`src/verilog/sysctrl_pkg.sv`:
```
// constants, field masks and carrier types for the system-controller register map
package sysctrl_pkg;

  // ---------------------------------------------------------------
  // register offsets (byte addresses)
  // ---------------------------------------------------------------
  localparam logic [7:0] OFF_IRQ_ENABLE_CLEAR = 8'h00;
  localparam logic [7:0] OFF_IRQ_ENABLE_SET = 8'h04;
  localparam logic [7:0] OFF_FLL_VALUE = 8'h28;
  localparam logic [7:0] OFF_FLL_MULTIPLIER = 8'h2C;
  localparam logic [7:0] OFF_FLL_SYNC = 8'h30;
  localparam logic [7:0] OFF_BROWNOUT_3V3_CTRL = 8'h34;
  localparam logic [7:0] OFF_REGULATOR_CTRL = 8'h3C;
  localparam logic [7:0] OFF_REFERENCE_CTRL = 8'h40;
  localparam logic [7:0] OFF_PLL_RATIO = 8'h48;
  localparam logic [7:0] OFF_PLL_CTRL_B = 8'h4C;
  localparam logic [7:0] OFF_PLL_STATUS = 8'h50;

  // ---------------------------------------------------------------
  // implemented-bit masks; bits outside a mask read zero, except the live difference in the loop value upper half
  // ---------------------------------------------------------------
  localparam logic [31:0] MASK_IRQ_ENABLE = 32'h0003_8FFF;
  localparam logic [31:0] MASK_FLL_VALUE_WR = 32'h0000_FFFF;
  localparam logic [31:0] MASK_FLL_MULTIPLIER = 32'hFFFF_FFFF;
  localparam logic [31:0] MASK_BROWNOUT = 32'h003F_F35E;
  localparam logic [31:0] MASK_REGULATOR = 32'h0000_2040;
  localparam logic [31:0] MASK_REFERENCE = 32'h07FF_0006;
  localparam logic [31:0] MASK_PLL_RATIO = 32'h000F_0FFF;
  localparam logic [31:0] MASK_PLL_CTRL_B = 32'h07FF_173F;
  localparam logic [31:0] MASK_PLL_STATUS = 32'h0000_000F;

  // ---------------------------------------------------------------
  // reset values
  // ---------------------------------------------------------------
  localparam logic [31:0] RST_IRQ_ENABLE = 32'h0000_0000;
  localparam logic [31:0] RST_FLL_VALUE = 32'h0000_0000;
  localparam logic [31:0] RST_FLL_MULTIPLIER = 32'h0000_0000;
  localparam logic [31:0] RST_BROWNOUT = 32'h0000_0000;
  localparam logic [31:0] RST_REGULATOR = 32'h0000_0000;
  localparam logic [31:0] RST_REFERENCE = 32'h0000_0000;
  localparam logic [31:0] RST_PLL_RATIO = 32'h0000_0000;
  localparam logic [31:0] RST_PLL_CTRL_B = 32'h0000_0000;
  localparam logic [3:0] RST_PLL_STATUS = 4'h0;

  // ---------------------------------------------------------------
  // field positions and widths
  // ---------------------------------------------------------------
  localparam int unsigned IRQ_SRC_W = 18;
  localparam int unsigned FLL_READ_REQUEST_BIT = 7;
  localparam int unsigned FLL_DIFF_W = 16;
  localparam int unsigned PLL_STATUS_LOCK = 0;
  localparam int unsigned PLL_STATUS_CLOCK_READY = 1;
  localparam int unsigned PLL_STATUS_ENABLE = 2;
  localparam int unsigned PLL_STATUS_DIV = 3;

  // ---------------------------------------------------------------
  // byte-enable patterns and timing
  // ---------------------------------------------------------------
  localparam logic [3:0] BE_WORD = 4'hF;
  localparam logic [3:0] BE_HALF_LO = 4'h3;
  localparam logic [3:0] BE_HALF_HI = 4'hC;
  localparam logic [3:0] BE_BYTE0 = 4'h1;
  localparam logic [3:0] BE_BYTE1 = 4'h2;
  localparam logic [3:0] BE_BYTE2 = 4'h4;
  localparam logic [3:0] BE_BYTE3 = 4'h8;
  localparam int unsigned SYNC_LEN = 4;
  localparam int unsigned SYNC_CNT_W = 8;

  // ---------------------------------------------------------------
  // carriers
  // ---------------------------------------------------------------
  typedef struct packed {
    logic valid;
    logic write;
    logic [7:0] addr;
    logic [3:0] be;
    logic [31:0] wdata;
  } bus_req_t;

  typedef struct packed {
    logic ack;
    logic err;
    logic [31:0] rdata;
  } bus_resp_t;

  typedef struct packed {
    logic [IRQ_SRC_W-1:0] irq_enable;
    logic [31:0] fll_value;
    logic [31:0] fll_multiplier;
    logic [31:0] brownout_3v3_ctrl;
    logic [31:0] regulator_ctrl;
    logic [31:0] reference_ctrl;
    logic [31:0] pll_ratio;
    logic [31:0] pll_ctrl_b;
  } cfg_t;

  typedef enum logic [1:0] {
    ST_IDLE,
    ST_FLL_SYNC,
    ST_BOD_SYNC
  } sync_state_t;

endpackage

```
`src/verilog/sysctrl_register_map.sv`:
```
// register bank for the clock-loop, brown-out, regulator, reference and pll controls
// Overview of operation
// - each register is 8, 16 or 32 bits wide as its map entry shows
// - single indivisible 8, 16 and 32 bit bus accesses are accepted
// - bytes and halves of 32-bit registers, bytes of 16-bit ones, reachable alone
// - loop value and multiplier reads wait for a completed read sync while the loop is enabled; brown-out writes complete first, then sync
// - protectable registers ignore writes while access protection is enabled
// - writing zero to an enable-clear bit leaves that enable unchanged
// - writing one to an enable-clear bit clears that interrupt enable
// - enable at one raises interrupt request whenever matching flag is set
// - enable at zero means flag produces no interrupt request
// - enable bits 17,16,15 pll; bits 11 to 8 brown-out and loop reference
// - enable bits 7 to 0 loop locks, bounds, ready and oscillator readies
// - loop sync register bit 7 is read request starting loop read sync
// - pll status bit0 lock, bit1 clock ready, bit2 enabled, bit3 divider
`timescale 1ns/10ps
module sysctrl_register_map
  import sysctrl_pkg::*;
#(
  parameter int unsigned SYNC_CYCLES = SYNC_LEN
)
(
  input wire logic core_clk,
  input wire logic rst_b,
  input wire bus_req_t bus_req,
  output bus_resp_t bus_resp,
  input wire logic protect_en,
  input wire logic fll_enabled,
  input wire logic [FLL_DIFF_W-1:0] fll_diff,
  input wire logic [IRQ_SRC_W-1:0] irq_flags,
  input wire logic pll_lock,
  input wire logic pll_clock_ready,
  input wire logic pll_enabled,
  input wire logic pll_div_engaged,
  output cfg_t cfg,
  output logic fll_ready,
  output logic bod_sync_ready,
  output logic irq_req
);

  // ---------------------------------------------------------------
  // helpers
  // ---------------------------------------------------------------
  function automatic logic [31:0] lane_mask(input logic [3:0] be);
    lane_mask = {{8{be[3]}}, {8{be[2]}}, {8{be[1]}}, {8{be[0]}}};
  endfunction

  // only whole words, aligned halves and single bytes are legal
  function automatic logic legal_be(input logic [3:0] be);
    legal_be = (be == BE_WORD) || (be == BE_HALF_LO) || (be == BE_HALF_HI) ||
               (be == BE_BYTE0) || (be == BE_BYTE1) || (be == BE_BYTE2) || (be == BE_BYTE3);
  endfunction

  // word match only: lanes come from the byte enables, so the low address bits are ignored
  function automatic logic hit_word(input logic [7:0] addr, input logic [7:0] off);
    hit_word = addr[7:2] == off[7:2];
  endfunction

  // byte-lane merge keeping unwritten lanes and reserved bits untouched
  function automatic logic [31:0] merge(input logic [31:0] old, input logic [31:0] wdata,
                                        input logic [3:0] be, input logic [31:0] mask);
    logic [31:0] sel;
    sel = lane_mask(be) & mask;
    merge = (old & ~sel) | (wdata & sel);
  endfunction

  // ---------------------------------------------------------------
  // state
  // ---------------------------------------------------------------
  cfg_t cfg_q;
  cfg_t cfg_d;
  bus_resp_t resp_q;
  bus_resp_t resp_d;
  sync_state_t state_q;
  sync_state_t state_d;
  logic [SYNC_CNT_W-1:0] cnt_q;
  logic [SYNC_CNT_W-1:0] cnt_d;
  logic fll_ready_q;
  logic fll_ready_d;
  logic bod_sync_ready_q;
  logic bod_sync_ready_d;
  logic irq_req_q;
  logic [3:0] pll_status_q;

  // ---------------------------------------------------------------
  // address decode
  // ---------------------------------------------------------------
  wire hit_ie_clr = hit_word(bus_req.addr, OFF_IRQ_ENABLE_CLEAR);
  wire hit_ie_set = hit_word(bus_req.addr, OFF_IRQ_ENABLE_SET);
  wire hit_fll_val = hit_word(bus_req.addr, OFF_FLL_VALUE);
  wire hit_fll_mul = hit_word(bus_req.addr, OFF_FLL_MULTIPLIER);
  wire hit_fll_sync = hit_word(bus_req.addr, OFF_FLL_SYNC);
  wire hit_bod = hit_word(bus_req.addr, OFF_BROWNOUT_3V3_CTRL);
  wire hit_regulator_ctrl = hit_word(bus_req.addr, OFF_REGULATOR_CTRL);
  wire hit_vref = hit_word(bus_req.addr, OFF_REFERENCE_CTRL);
  wire hit_pll_ratio = hit_word(bus_req.addr, OFF_PLL_RATIO);
  wire hit_pll_ctrl_b = hit_word(bus_req.addr, OFF_PLL_CTRL_B);
  wire hit_pll_status = hit_word(bus_req.addr, OFF_PLL_STATUS);
  wire hit_any = hit_ie_clr | hit_ie_set | hit_fll_val | hit_fll_mul | hit_fll_sync | hit_bod |
                 hit_regulator_ctrl | hit_vref | hit_pll_ratio | hit_pll_ctrl_b | hit_pll_status;
  wire hit_writable = hit_any & ~hit_pll_status;
  wire be_ok = legal_be(bus_req.be);

  // ---------------------------------------------------------------
  // access acceptance and stalls
  // ---------------------------------------------------------------
  wire fll_cfg_hit = hit_fll_val | hit_fll_mul;
  // a loop read without a completed read request holds the bus; a stopped loop never does
  wire fll_stall = fll_cfg_hit & ~bus_req.write & fll_enabled & ~fll_ready_q;
  wire idle = state_q == ST_IDLE;
  // the held request is still valid in the ack cycle, so it is not taken twice
  wire accept = bus_req.valid & idle & ~fll_stall & ~resp_q.ack;
  wire prot_block = bus_req.write & protect_en & hit_writable;
  wire wr_en = accept & bus_req.write & be_ok & hit_writable & ~protect_en;
  wire acc_err = accept & (~hit_any | ~be_ok | prot_block);
  wire [31:0] wmask = lane_mask(bus_req.be);
  wire [31:0] ie_bits = bus_req.wdata & wmask & MASK_IRQ_ENABLE;
  wire read_req_wr = wr_en & hit_fll_sync & bus_req.be[0] & bus_req.wdata[FLL_READ_REQUEST_BIT];
  wire bod_wr = wr_en & hit_bod;
  wire fll_cfg_wr = wr_en & fll_cfg_hit;
  wire sync_done = cnt_q == SYNC_CNT_W'(SYNC_CYCLES - 1);
  // a held loop read starts the sync itself, so a read without a prior request still completes
  wire stall_start = bus_req.valid & fll_stall & ~resp_q.ack;

  // ---------------------------------------------------------------
  // per-register write strobes
  // ---------------------------------------------------------------
  wire wr_ie_clr = wr_en & hit_ie_clr;
  wire wr_ie_set = wr_en & hit_ie_set;
  wire wr_fll_val = wr_en & hit_fll_val;
  wire wr_fll_mul = wr_en & hit_fll_mul;
  wire wr_regulator_ctrl = wr_en & hit_regulator_ctrl;
  wire wr_vref = wr_en & hit_vref;
  wire wr_pll_ratio = wr_en & hit_pll_ratio;
  wire wr_pll_ctrl_b = wr_en & hit_pll_ctrl_b;

  // ---------------------------------------------------------------
  // register writes
  // ---------------------------------------------------------------
  always_comb begin
    cfg_d = cfg_q;
    if (wr_ie_clr) begin
      // zeros leave enables alone, ones clear them
      cfg_d.irq_enable = cfg_q.irq_enable & ~ie_bits[IRQ_SRC_W-1:0];
    end
    if (wr_ie_set) begin
      cfg_d.irq_enable = cfg_q.irq_enable | ie_bits[IRQ_SRC_W-1:0];
    end
    if (wr_fll_val) begin
      // the difference field is measured, never stored from the bus
      cfg_d.fll_value = merge(cfg_q.fll_value, bus_req.wdata, bus_req.be, MASK_FLL_VALUE_WR);
    end
    if (wr_fll_mul) begin
      cfg_d.fll_multiplier = merge(cfg_q.fll_multiplier, bus_req.wdata, bus_req.be, MASK_FLL_MULTIPLIER);
    end
    if (bod_wr) begin
      cfg_d.brownout_3v3_ctrl = merge(cfg_q.brownout_3v3_ctrl, bus_req.wdata, bus_req.be, MASK_BROWNOUT);
    end
    if (wr_regulator_ctrl) begin
      cfg_d.regulator_ctrl = merge(cfg_q.regulator_ctrl, bus_req.wdata, bus_req.be, MASK_REGULATOR);
    end
    if (wr_vref) begin
      cfg_d.reference_ctrl = merge(cfg_q.reference_ctrl, bus_req.wdata, bus_req.be, MASK_REFERENCE);
    end
    if (wr_pll_ratio) begin
      cfg_d.pll_ratio = merge(cfg_q.pll_ratio, bus_req.wdata, bus_req.be, MASK_PLL_RATIO);
    end
    if (wr_pll_ctrl_b) begin
      cfg_d.pll_ctrl_b = merge(cfg_q.pll_ctrl_b, bus_req.wdata, bus_req.be, MASK_PLL_CTRL_B);
    end
  end

  // ---------------------------------------------------------------
  // read data
  // ---------------------------------------------------------------
  // the measured difference is never stored; it is read live into the upper half
  wire [31:0] rd_ie = {{(32 - IRQ_SRC_W){1'b0}}, cfg_q.irq_enable};
  wire [31:0] rd_fll_val = {fll_diff, cfg_q.fll_value[31 - FLL_DIFF_W:0]};
  wire [31:0] rd_status = {28'h000_0000, pll_status_q} & MASK_PLL_STATUS;
  logic [31:0] rd_word;

  always_comb begin
    rd_word = 32'h0000_0000;
    if (hit_ie_clr || hit_ie_set) begin
      rd_word = rd_ie;
    end
    if (hit_fll_val) begin
      rd_word = rd_fll_val;
    end
    if (hit_fll_mul) begin
      rd_word = cfg_q.fll_multiplier;
    end
    if (hit_bod) begin
      rd_word = cfg_q.brownout_3v3_ctrl;
    end
    if (hit_regulator_ctrl) begin
      rd_word = cfg_q.regulator_ctrl;
    end
    if (hit_vref) begin
      rd_word = cfg_q.reference_ctrl;
    end
    if (hit_pll_ratio) begin
      rd_word = cfg_q.pll_ratio;
    end
    if (hit_pll_ctrl_b) begin
      rd_word = cfg_q.pll_ctrl_b;
    end
    if (hit_pll_status) begin
      rd_word = rd_status;
    end
  end

  // unaddressed lanes, write-only and failed accesses return zero
  always_comb begin
    resp_d.ack = accept;
    resp_d.err = acc_err;
    resp_d.rdata = 32'h0000_0000;
    if (accept && !bus_req.write && be_ok && hit_any) begin
      resp_d.rdata = rd_word & wmask;
    end
  end

  // ---------------------------------------------------------------
  // synchronisation sequencer
  // ---------------------------------------------------------------
  always_comb begin
    state_d = state_q;
    cnt_d = cnt_q;
    fll_ready_d = fll_ready_q;
    bod_sync_ready_d = bod_sync_ready_q;
    if (fll_cfg_wr) begin
      fll_ready_d = 1'b0;
    end
    case (state_q)
      ST_IDLE: begin
        cnt_d = '0;
        if (read_req_wr || stall_start) begin
          state_d = ST_FLL_SYNC;
          fll_ready_d = 1'b0;
        end else if (bod_wr) begin
          state_d = ST_BOD_SYNC;
          bod_sync_ready_d = 1'b0;
        end
      end
      ST_FLL_SYNC: begin
        cnt_d = cnt_q + 1'b1;
        if (sync_done) begin
          state_d = ST_IDLE;
          fll_ready_d = 1'b1;
        end
      end
      ST_BOD_SYNC: begin
        cnt_d = cnt_q + 1'b1;
        if (sync_done) begin
          state_d = ST_IDLE;
          bod_sync_ready_d = 1'b1;
        end
      end
      default: begin
        state_d = ST_IDLE;
        cnt_d = '0;
      end
    endcase
  end

  // ---------------------------------------------------------------
  // flip-flops
  // ---------------------------------------------------------------
  always_ff @(posedge core_clk or negedge rst_b) begin
    if (!rst_b) begin
      cfg_q.irq_enable <= RST_IRQ_ENABLE[IRQ_SRC_W-1:0];
      cfg_q.fll_value <= RST_FLL_VALUE;
      cfg_q.fll_multiplier <= RST_FLL_MULTIPLIER;
      cfg_q.brownout_3v3_ctrl <= RST_BROWNOUT;
      cfg_q.regulator_ctrl <= RST_REGULATOR;
      cfg_q.reference_ctrl <= RST_REFERENCE;
      cfg_q.pll_ratio <= RST_PLL_RATIO;
      cfg_q.pll_ctrl_b <= RST_PLL_CTRL_B;
    end else begin
      cfg_q <= cfg_d;
    end
  end

  always_ff @(posedge core_clk or negedge rst_b) begin
    if (!rst_b) begin
      resp_q <= '0;
    end else begin
      resp_q <= resp_d;
    end
  end

  always_ff @(posedge core_clk or negedge rst_b) begin
    if (!rst_b) begin
      state_q <= ST_IDLE;
    end else begin
      state_q <= state_d;
    end
  end

  always_ff @(posedge core_clk or negedge rst_b) begin
    if (!rst_b) begin
      cnt_q <= '0;
    end else begin
      cnt_q <= cnt_d;
    end
  end

  // nothing is pending out of reset, so the brown-out side starts ready
  always_ff @(posedge core_clk or negedge rst_b) begin
    if (!rst_b) begin
      fll_ready_q <= 1'b0;
      bod_sync_ready_q <= 1'b1;
    end else begin
      fll_ready_q <= fll_ready_d;
      bod_sync_ready_q <= bod_sync_ready_d;
    end
  end

  // status is sampled so a read returns a stable snapshot
  always_ff @(posedge core_clk or negedge rst_b) begin
    if (!rst_b) begin
      pll_status_q <= RST_PLL_STATUS;
    end else begin
      pll_status_q[PLL_STATUS_LOCK] <= pll_lock;
      pll_status_q[PLL_STATUS_CLOCK_READY] <= pll_clock_ready;
      pll_status_q[PLL_STATUS_ENABLE] <= pll_enabled;
      pll_status_q[PLL_STATUS_DIV] <= pll_div_engaged;
    end
  end

  // registered so the request line never glitches while flags and enables settle
  always_ff @(posedge core_clk or negedge rst_b) begin
    if (!rst_b) begin
      irq_req_q <= 1'b0;
    end else begin
      irq_req_q <= |(irq_flags & cfg_q.irq_enable);
    end
  end

  assign bus_resp = resp_q;
  assign cfg = cfg_q;
  assign fll_ready = fll_ready_q;
  assign bod_sync_ready = bod_sync_ready_q;
  assign irq_req = irq_req_q;

endmodule

```
`config.mk`:
```
export PLATFORM = sky130hd
export DESIGN_NAME = sysctrl_register_map
export DESIGN_NICKNAME = d
export VERILOG_FILES = /design/src/verilog/sysctrl_pkg.sv /design/src/verilog/sysctrl_register_map.sv
export SDC_FILE = /design/constraint.sdc
export NUM_CORES = 1
export LEC_CHECK = 0
export BUFFER_PORTS_ARGS = -buffer_cell sky130_fd_sc_hd__buf_2
export CORE_ASPECT_RATIO = 1.75
export CORE_MARGIN = 1.5
export CORE_UTILIZATION = 40
export DETAILED_ROUTE_END_ITERATION = 6
export GPL_ROUTABILITY_DRIVEN = 0
export GPL_TIMING_DRIVEN = 0
export PLACE_DENSITY = 0.73
export SLEW_MARGIN = 25
export SYNTH_ARGS = -nofsm -noshare
export SYNTH_HDL_FRONTEND = slang
export SYNTH_SLANG_ARGS = --single-unit
export TNS_END_PERCENT = 5
```
`constraint.sdc`:
```
create_clock -name core_clk -period 2.4 [get_ports core_clk]
set_input_delay 0.24 -clock core_clk [delete_from_list [all_inputs] [get_ports core_clk]]
set_output_delay 0.24 -clock core_clk [all_outputs]
set_load 0.05 [all_outputs]
```
==> flow_summary_export.csv <==
group,metric,value,unit
global_route,track_usage,25.7,%
floorplanning,rows,73,
sta,setup_ws,-33.7,ps
sta,hold_violations,0,
synthesis,avgSynthCellArea,12.0,um^2
setup_path,cp-end-kind,"flip-flop",
cells_and_area,finalNetCount,1256,
cts,cts_tree,"done",
power_and_ir_drop,p_sw,1.96,mW
cells_and_area,ff_latch_area,4580,um^2
detailed_routing,drtIter0Drc,455,
power_and_ir_drop,power_density,546,nW/um^2
detailed_routing,firstDrtPassIters,6,
synthesis,netlist_instances,774,
cells_and_area,final_cell_mix,"buf_2 (264), dfrtp_1 (181), mux2_2 (140)",
cts,clockBufferDepth,2,
run,drv_cap,0,
global_route,grt_pass1_vias,7651,
floorplanning,coreArea,22700,um^2
setup_path,critPathKind,"reg2reg",
cts,htreeDepth,4,
synthesis,yosysWarnings,0,
sta,max_freq,411,MHz
global_route,grt_max_degree,86,
power_and_ir_drop,p_seq_share,46.6,%
cts,cts_sinks,183,
cts,clkLatencyLatePin,450,ps
power_and_ir_drop,p_int,4.68,mW
setup_path,crit_path_start_kind,"flip-flop",
floorplanning,die_x,118,um
setup_path,crit_fanout,8,
power_and_ir_drop,power.leakage,6.76,nW
synthesis,synth-edff-count,0,
sta,rsz0062_at_grt,"true",
placement,hpwl,24000,um
synthesis,synth_seq_area_share,49.2,%
floorplanning,dieArea,24200,um^2
detailed_routing,wirelength,31400,um
setup_path,r2r_start,"state_q[1]",
detailed_routing,via_per_inst,5.19,
cells_and_area,nFillCells,2108,
detailed_routing,drtAntennaViolNets,0,
detailed_routing,drc,0,
sta,clock_skew,12.2,ps
synthesis,synth_seq_cells,183,
detailed_routing,vias,7692,
sta,period_needed,2430,ps
cts,numCtsBuffers,17,
setup_path,cp.arrival,2770,ps
synthesis,ys_types,64,
power_and_ir_drop,switching_share,29.5,%
cells_and_area,synthToLayoutAreaGrowth,30.8,%
floorplanning,die_h,205,um
power_and_ir_drop,power,6.65,mW
run_status,status,"finished with violations",
sta,fin_crit_sh,101,%
synthesis,netlist_area,9310,um^2
global_route,grt-ovfl-total,0,
setup_path,rrSetupSlack,-30,ps
cells_and_area,multiInputGateArea,4220,um^2
min_path,hold_start,"bus_req[30]",
power_and_ir_drop,clkPwrFrac,39.1,%
cells_and_area,layout-drive-gt1-share,50.4,%
min_path,min_path_type,"in2reg",
sta,slew_headroom,47.5,%
cts,cts.root.buffer_cell,"clkbuf_16",
sta,setup_violations,8,
run_status,violations,"setup timing",
setup_path,crit_required,2730,ps
cts,clkSlewWorstSetupHoldPaths,70,ps
global_route,grt_pass1_wl,46200,um
floorplanning,ios,367,
setup_path,startpoint,"state_q[1]",
floorplanning,start_util,40.9,%
sta,finalMaxSlewViolations,0,
power_and_ir_drop,vdd_ir_drop_max,0.396,mV
cells_and_area,final_common_cell,"buf_2",
sta,tightest_slew,787,ps
synthesis,synth_ff_type,"dfrtp_1",
detailed_routing,wl_per_cell,21.2,um
placement,port_buffers,251,
sta,finalSetupTns,-173,ps
power_and_ir_drop,comb_power_share,14.3,%
global_route,antenna_found_initial,5,
synthesis,async_reset_ff_share,100,%
==> stage by stage <==
| stage | hold slack, ps | util (%) | worst slack, ps | cells | cell area (um^2) |
|---|---|---|---|---|---|
| floorplan | -55.6 | - | 44.3 | 883 | 9730 |
| global placement | 351 | 49.9 | -2220 | 1434 | 11400 |
| detailed placement | 107 | 50.4 | -794 | 1438 | 11500 |
| CTS | 7.54 | 53.2 | -128 | 1476 | 12100 |
| global route | 14.7 | 53.5 | -108 | 1480 | 12200 |
| finish | 21.4 | 53.5 | -33.7 | 1481 | 12200 |
==> cell usage after synthesis, types with 4 or more instances <==
cell type	count	area [um^2]
nand2_1	23	86.3
nand4_2	7	87.6
o22ai_1	6	37.5
xnor2_1	5	43.8
o21ai_0	4	20.0
nor3_1	10	50.1
a21oi_1	10	50.1
a22oi_1	5	37.5
clkbuf_1	17	63.8
nand3_1	7	35.0
and2_1	16	100
nand4_1	27	169
mux2i_1	15	150
a222oi_1	20	200
a22o_1	7	61.3
buf_2	12	60.1
a21o_1	7	52.6
and3_1	11	68.8
nor2_1	32	120
dfrtp_1	182	4550
a211oi_1	7	52.6
ha_1	4	50.1
nor2b_1	5	31.3
a311oi_1	7	61.3
buf_4	111	833
mux2_2	141	1590
inv_1	9	33.8
buf_1	5	18.8
nor4_1	5	31.3
==> worst max-delay path, cell delays in order (launching register included) <==
cell	delay, ps
dfrtp_1	400
inv_1	100
ha_2	220
and3b_2	220
o21ai_4	120
a21oi_4	330
nand4_1	470
mux2_2	440
==> per-layer routing <==
metal | global-route usage [%] | part of all wire (%) | vias to the layer above
li1 | - | - | 3426
met1 | 27.1 | 35 | 3741
met2 | 46.6 | 52 | 433
met3 | 5.57 | 6.9 | 90
met4 | 15.2 | 5.9 | 2
met5 | 0 | 0.032 | -
==> final cells by class <==
type / count / share of cell area, %
Sequential cell: 183 / 37.6
Multi-Input combinational cell: 545 / 34.7
Timing Repair Buffer: 262 / 11.5
Buffer: 146 / 8.36
Clock buffer: 19 / 3.56
Tap cell: 300 / 3.08
Clock inverter: 13 / 0.781
Inverter: 9 / 0.277
Antenna cell: 4 / 0.0822
==> power by group through the flow <==
stage	Sequential, mW	Combinational [mW]	Clock, mW
floorplan	3.18	0.646	0
global placement	3.16	0.896	0
detailed placement	3.16	0.917	0
CTS	3.10	0.935	2.66
global route	3.10	1.00	2.76
finish	3.10	0.948	2.60
==> logic make-up (layout without fill, tap and decap cells) <==
family / count (synthesis) / in the layout / synth area share [%]
flops: 183 / 183 / 49.2
simple gates: 168 / 168 / 11.2
mux: 157 / 157 / 18.8
buf+inv: 155 / 449 / 11.0
compound gates: 100 / 100 / 8.72
xor+xnor: 6 / 6 / 0.565
fa+ha+maj: 4 / 4 / 0.538
other cells: 1 / 114 / 0.0403
==> path summary, 6_finish.rpt <==
check | to | cells past startpoint
setup reg to reg | flip-flop | 7
min in group asynchronous | cnt_q[0] | 2
hold reg to reg | flip-flop | 1
max in group asynchronous | async pin | 3
hold / removal | flip-flop | 2
setup / recovery | flip-flop | 7
==> repair_timing <==
| item | 4_1_cts | 5_1_grt |
|---|---|---|
| gates resized for setup | 21 | 11 |
| hold buffers | 6 | 0 |
| setup endpoints to repair | 117 | 69 |
| endpoints found under the hold margin | 68 | 0 |
| buffers inserted | 0 | 1 |
| pin swaps | 4 | 3 |
(Power assumes the default switching activity.)
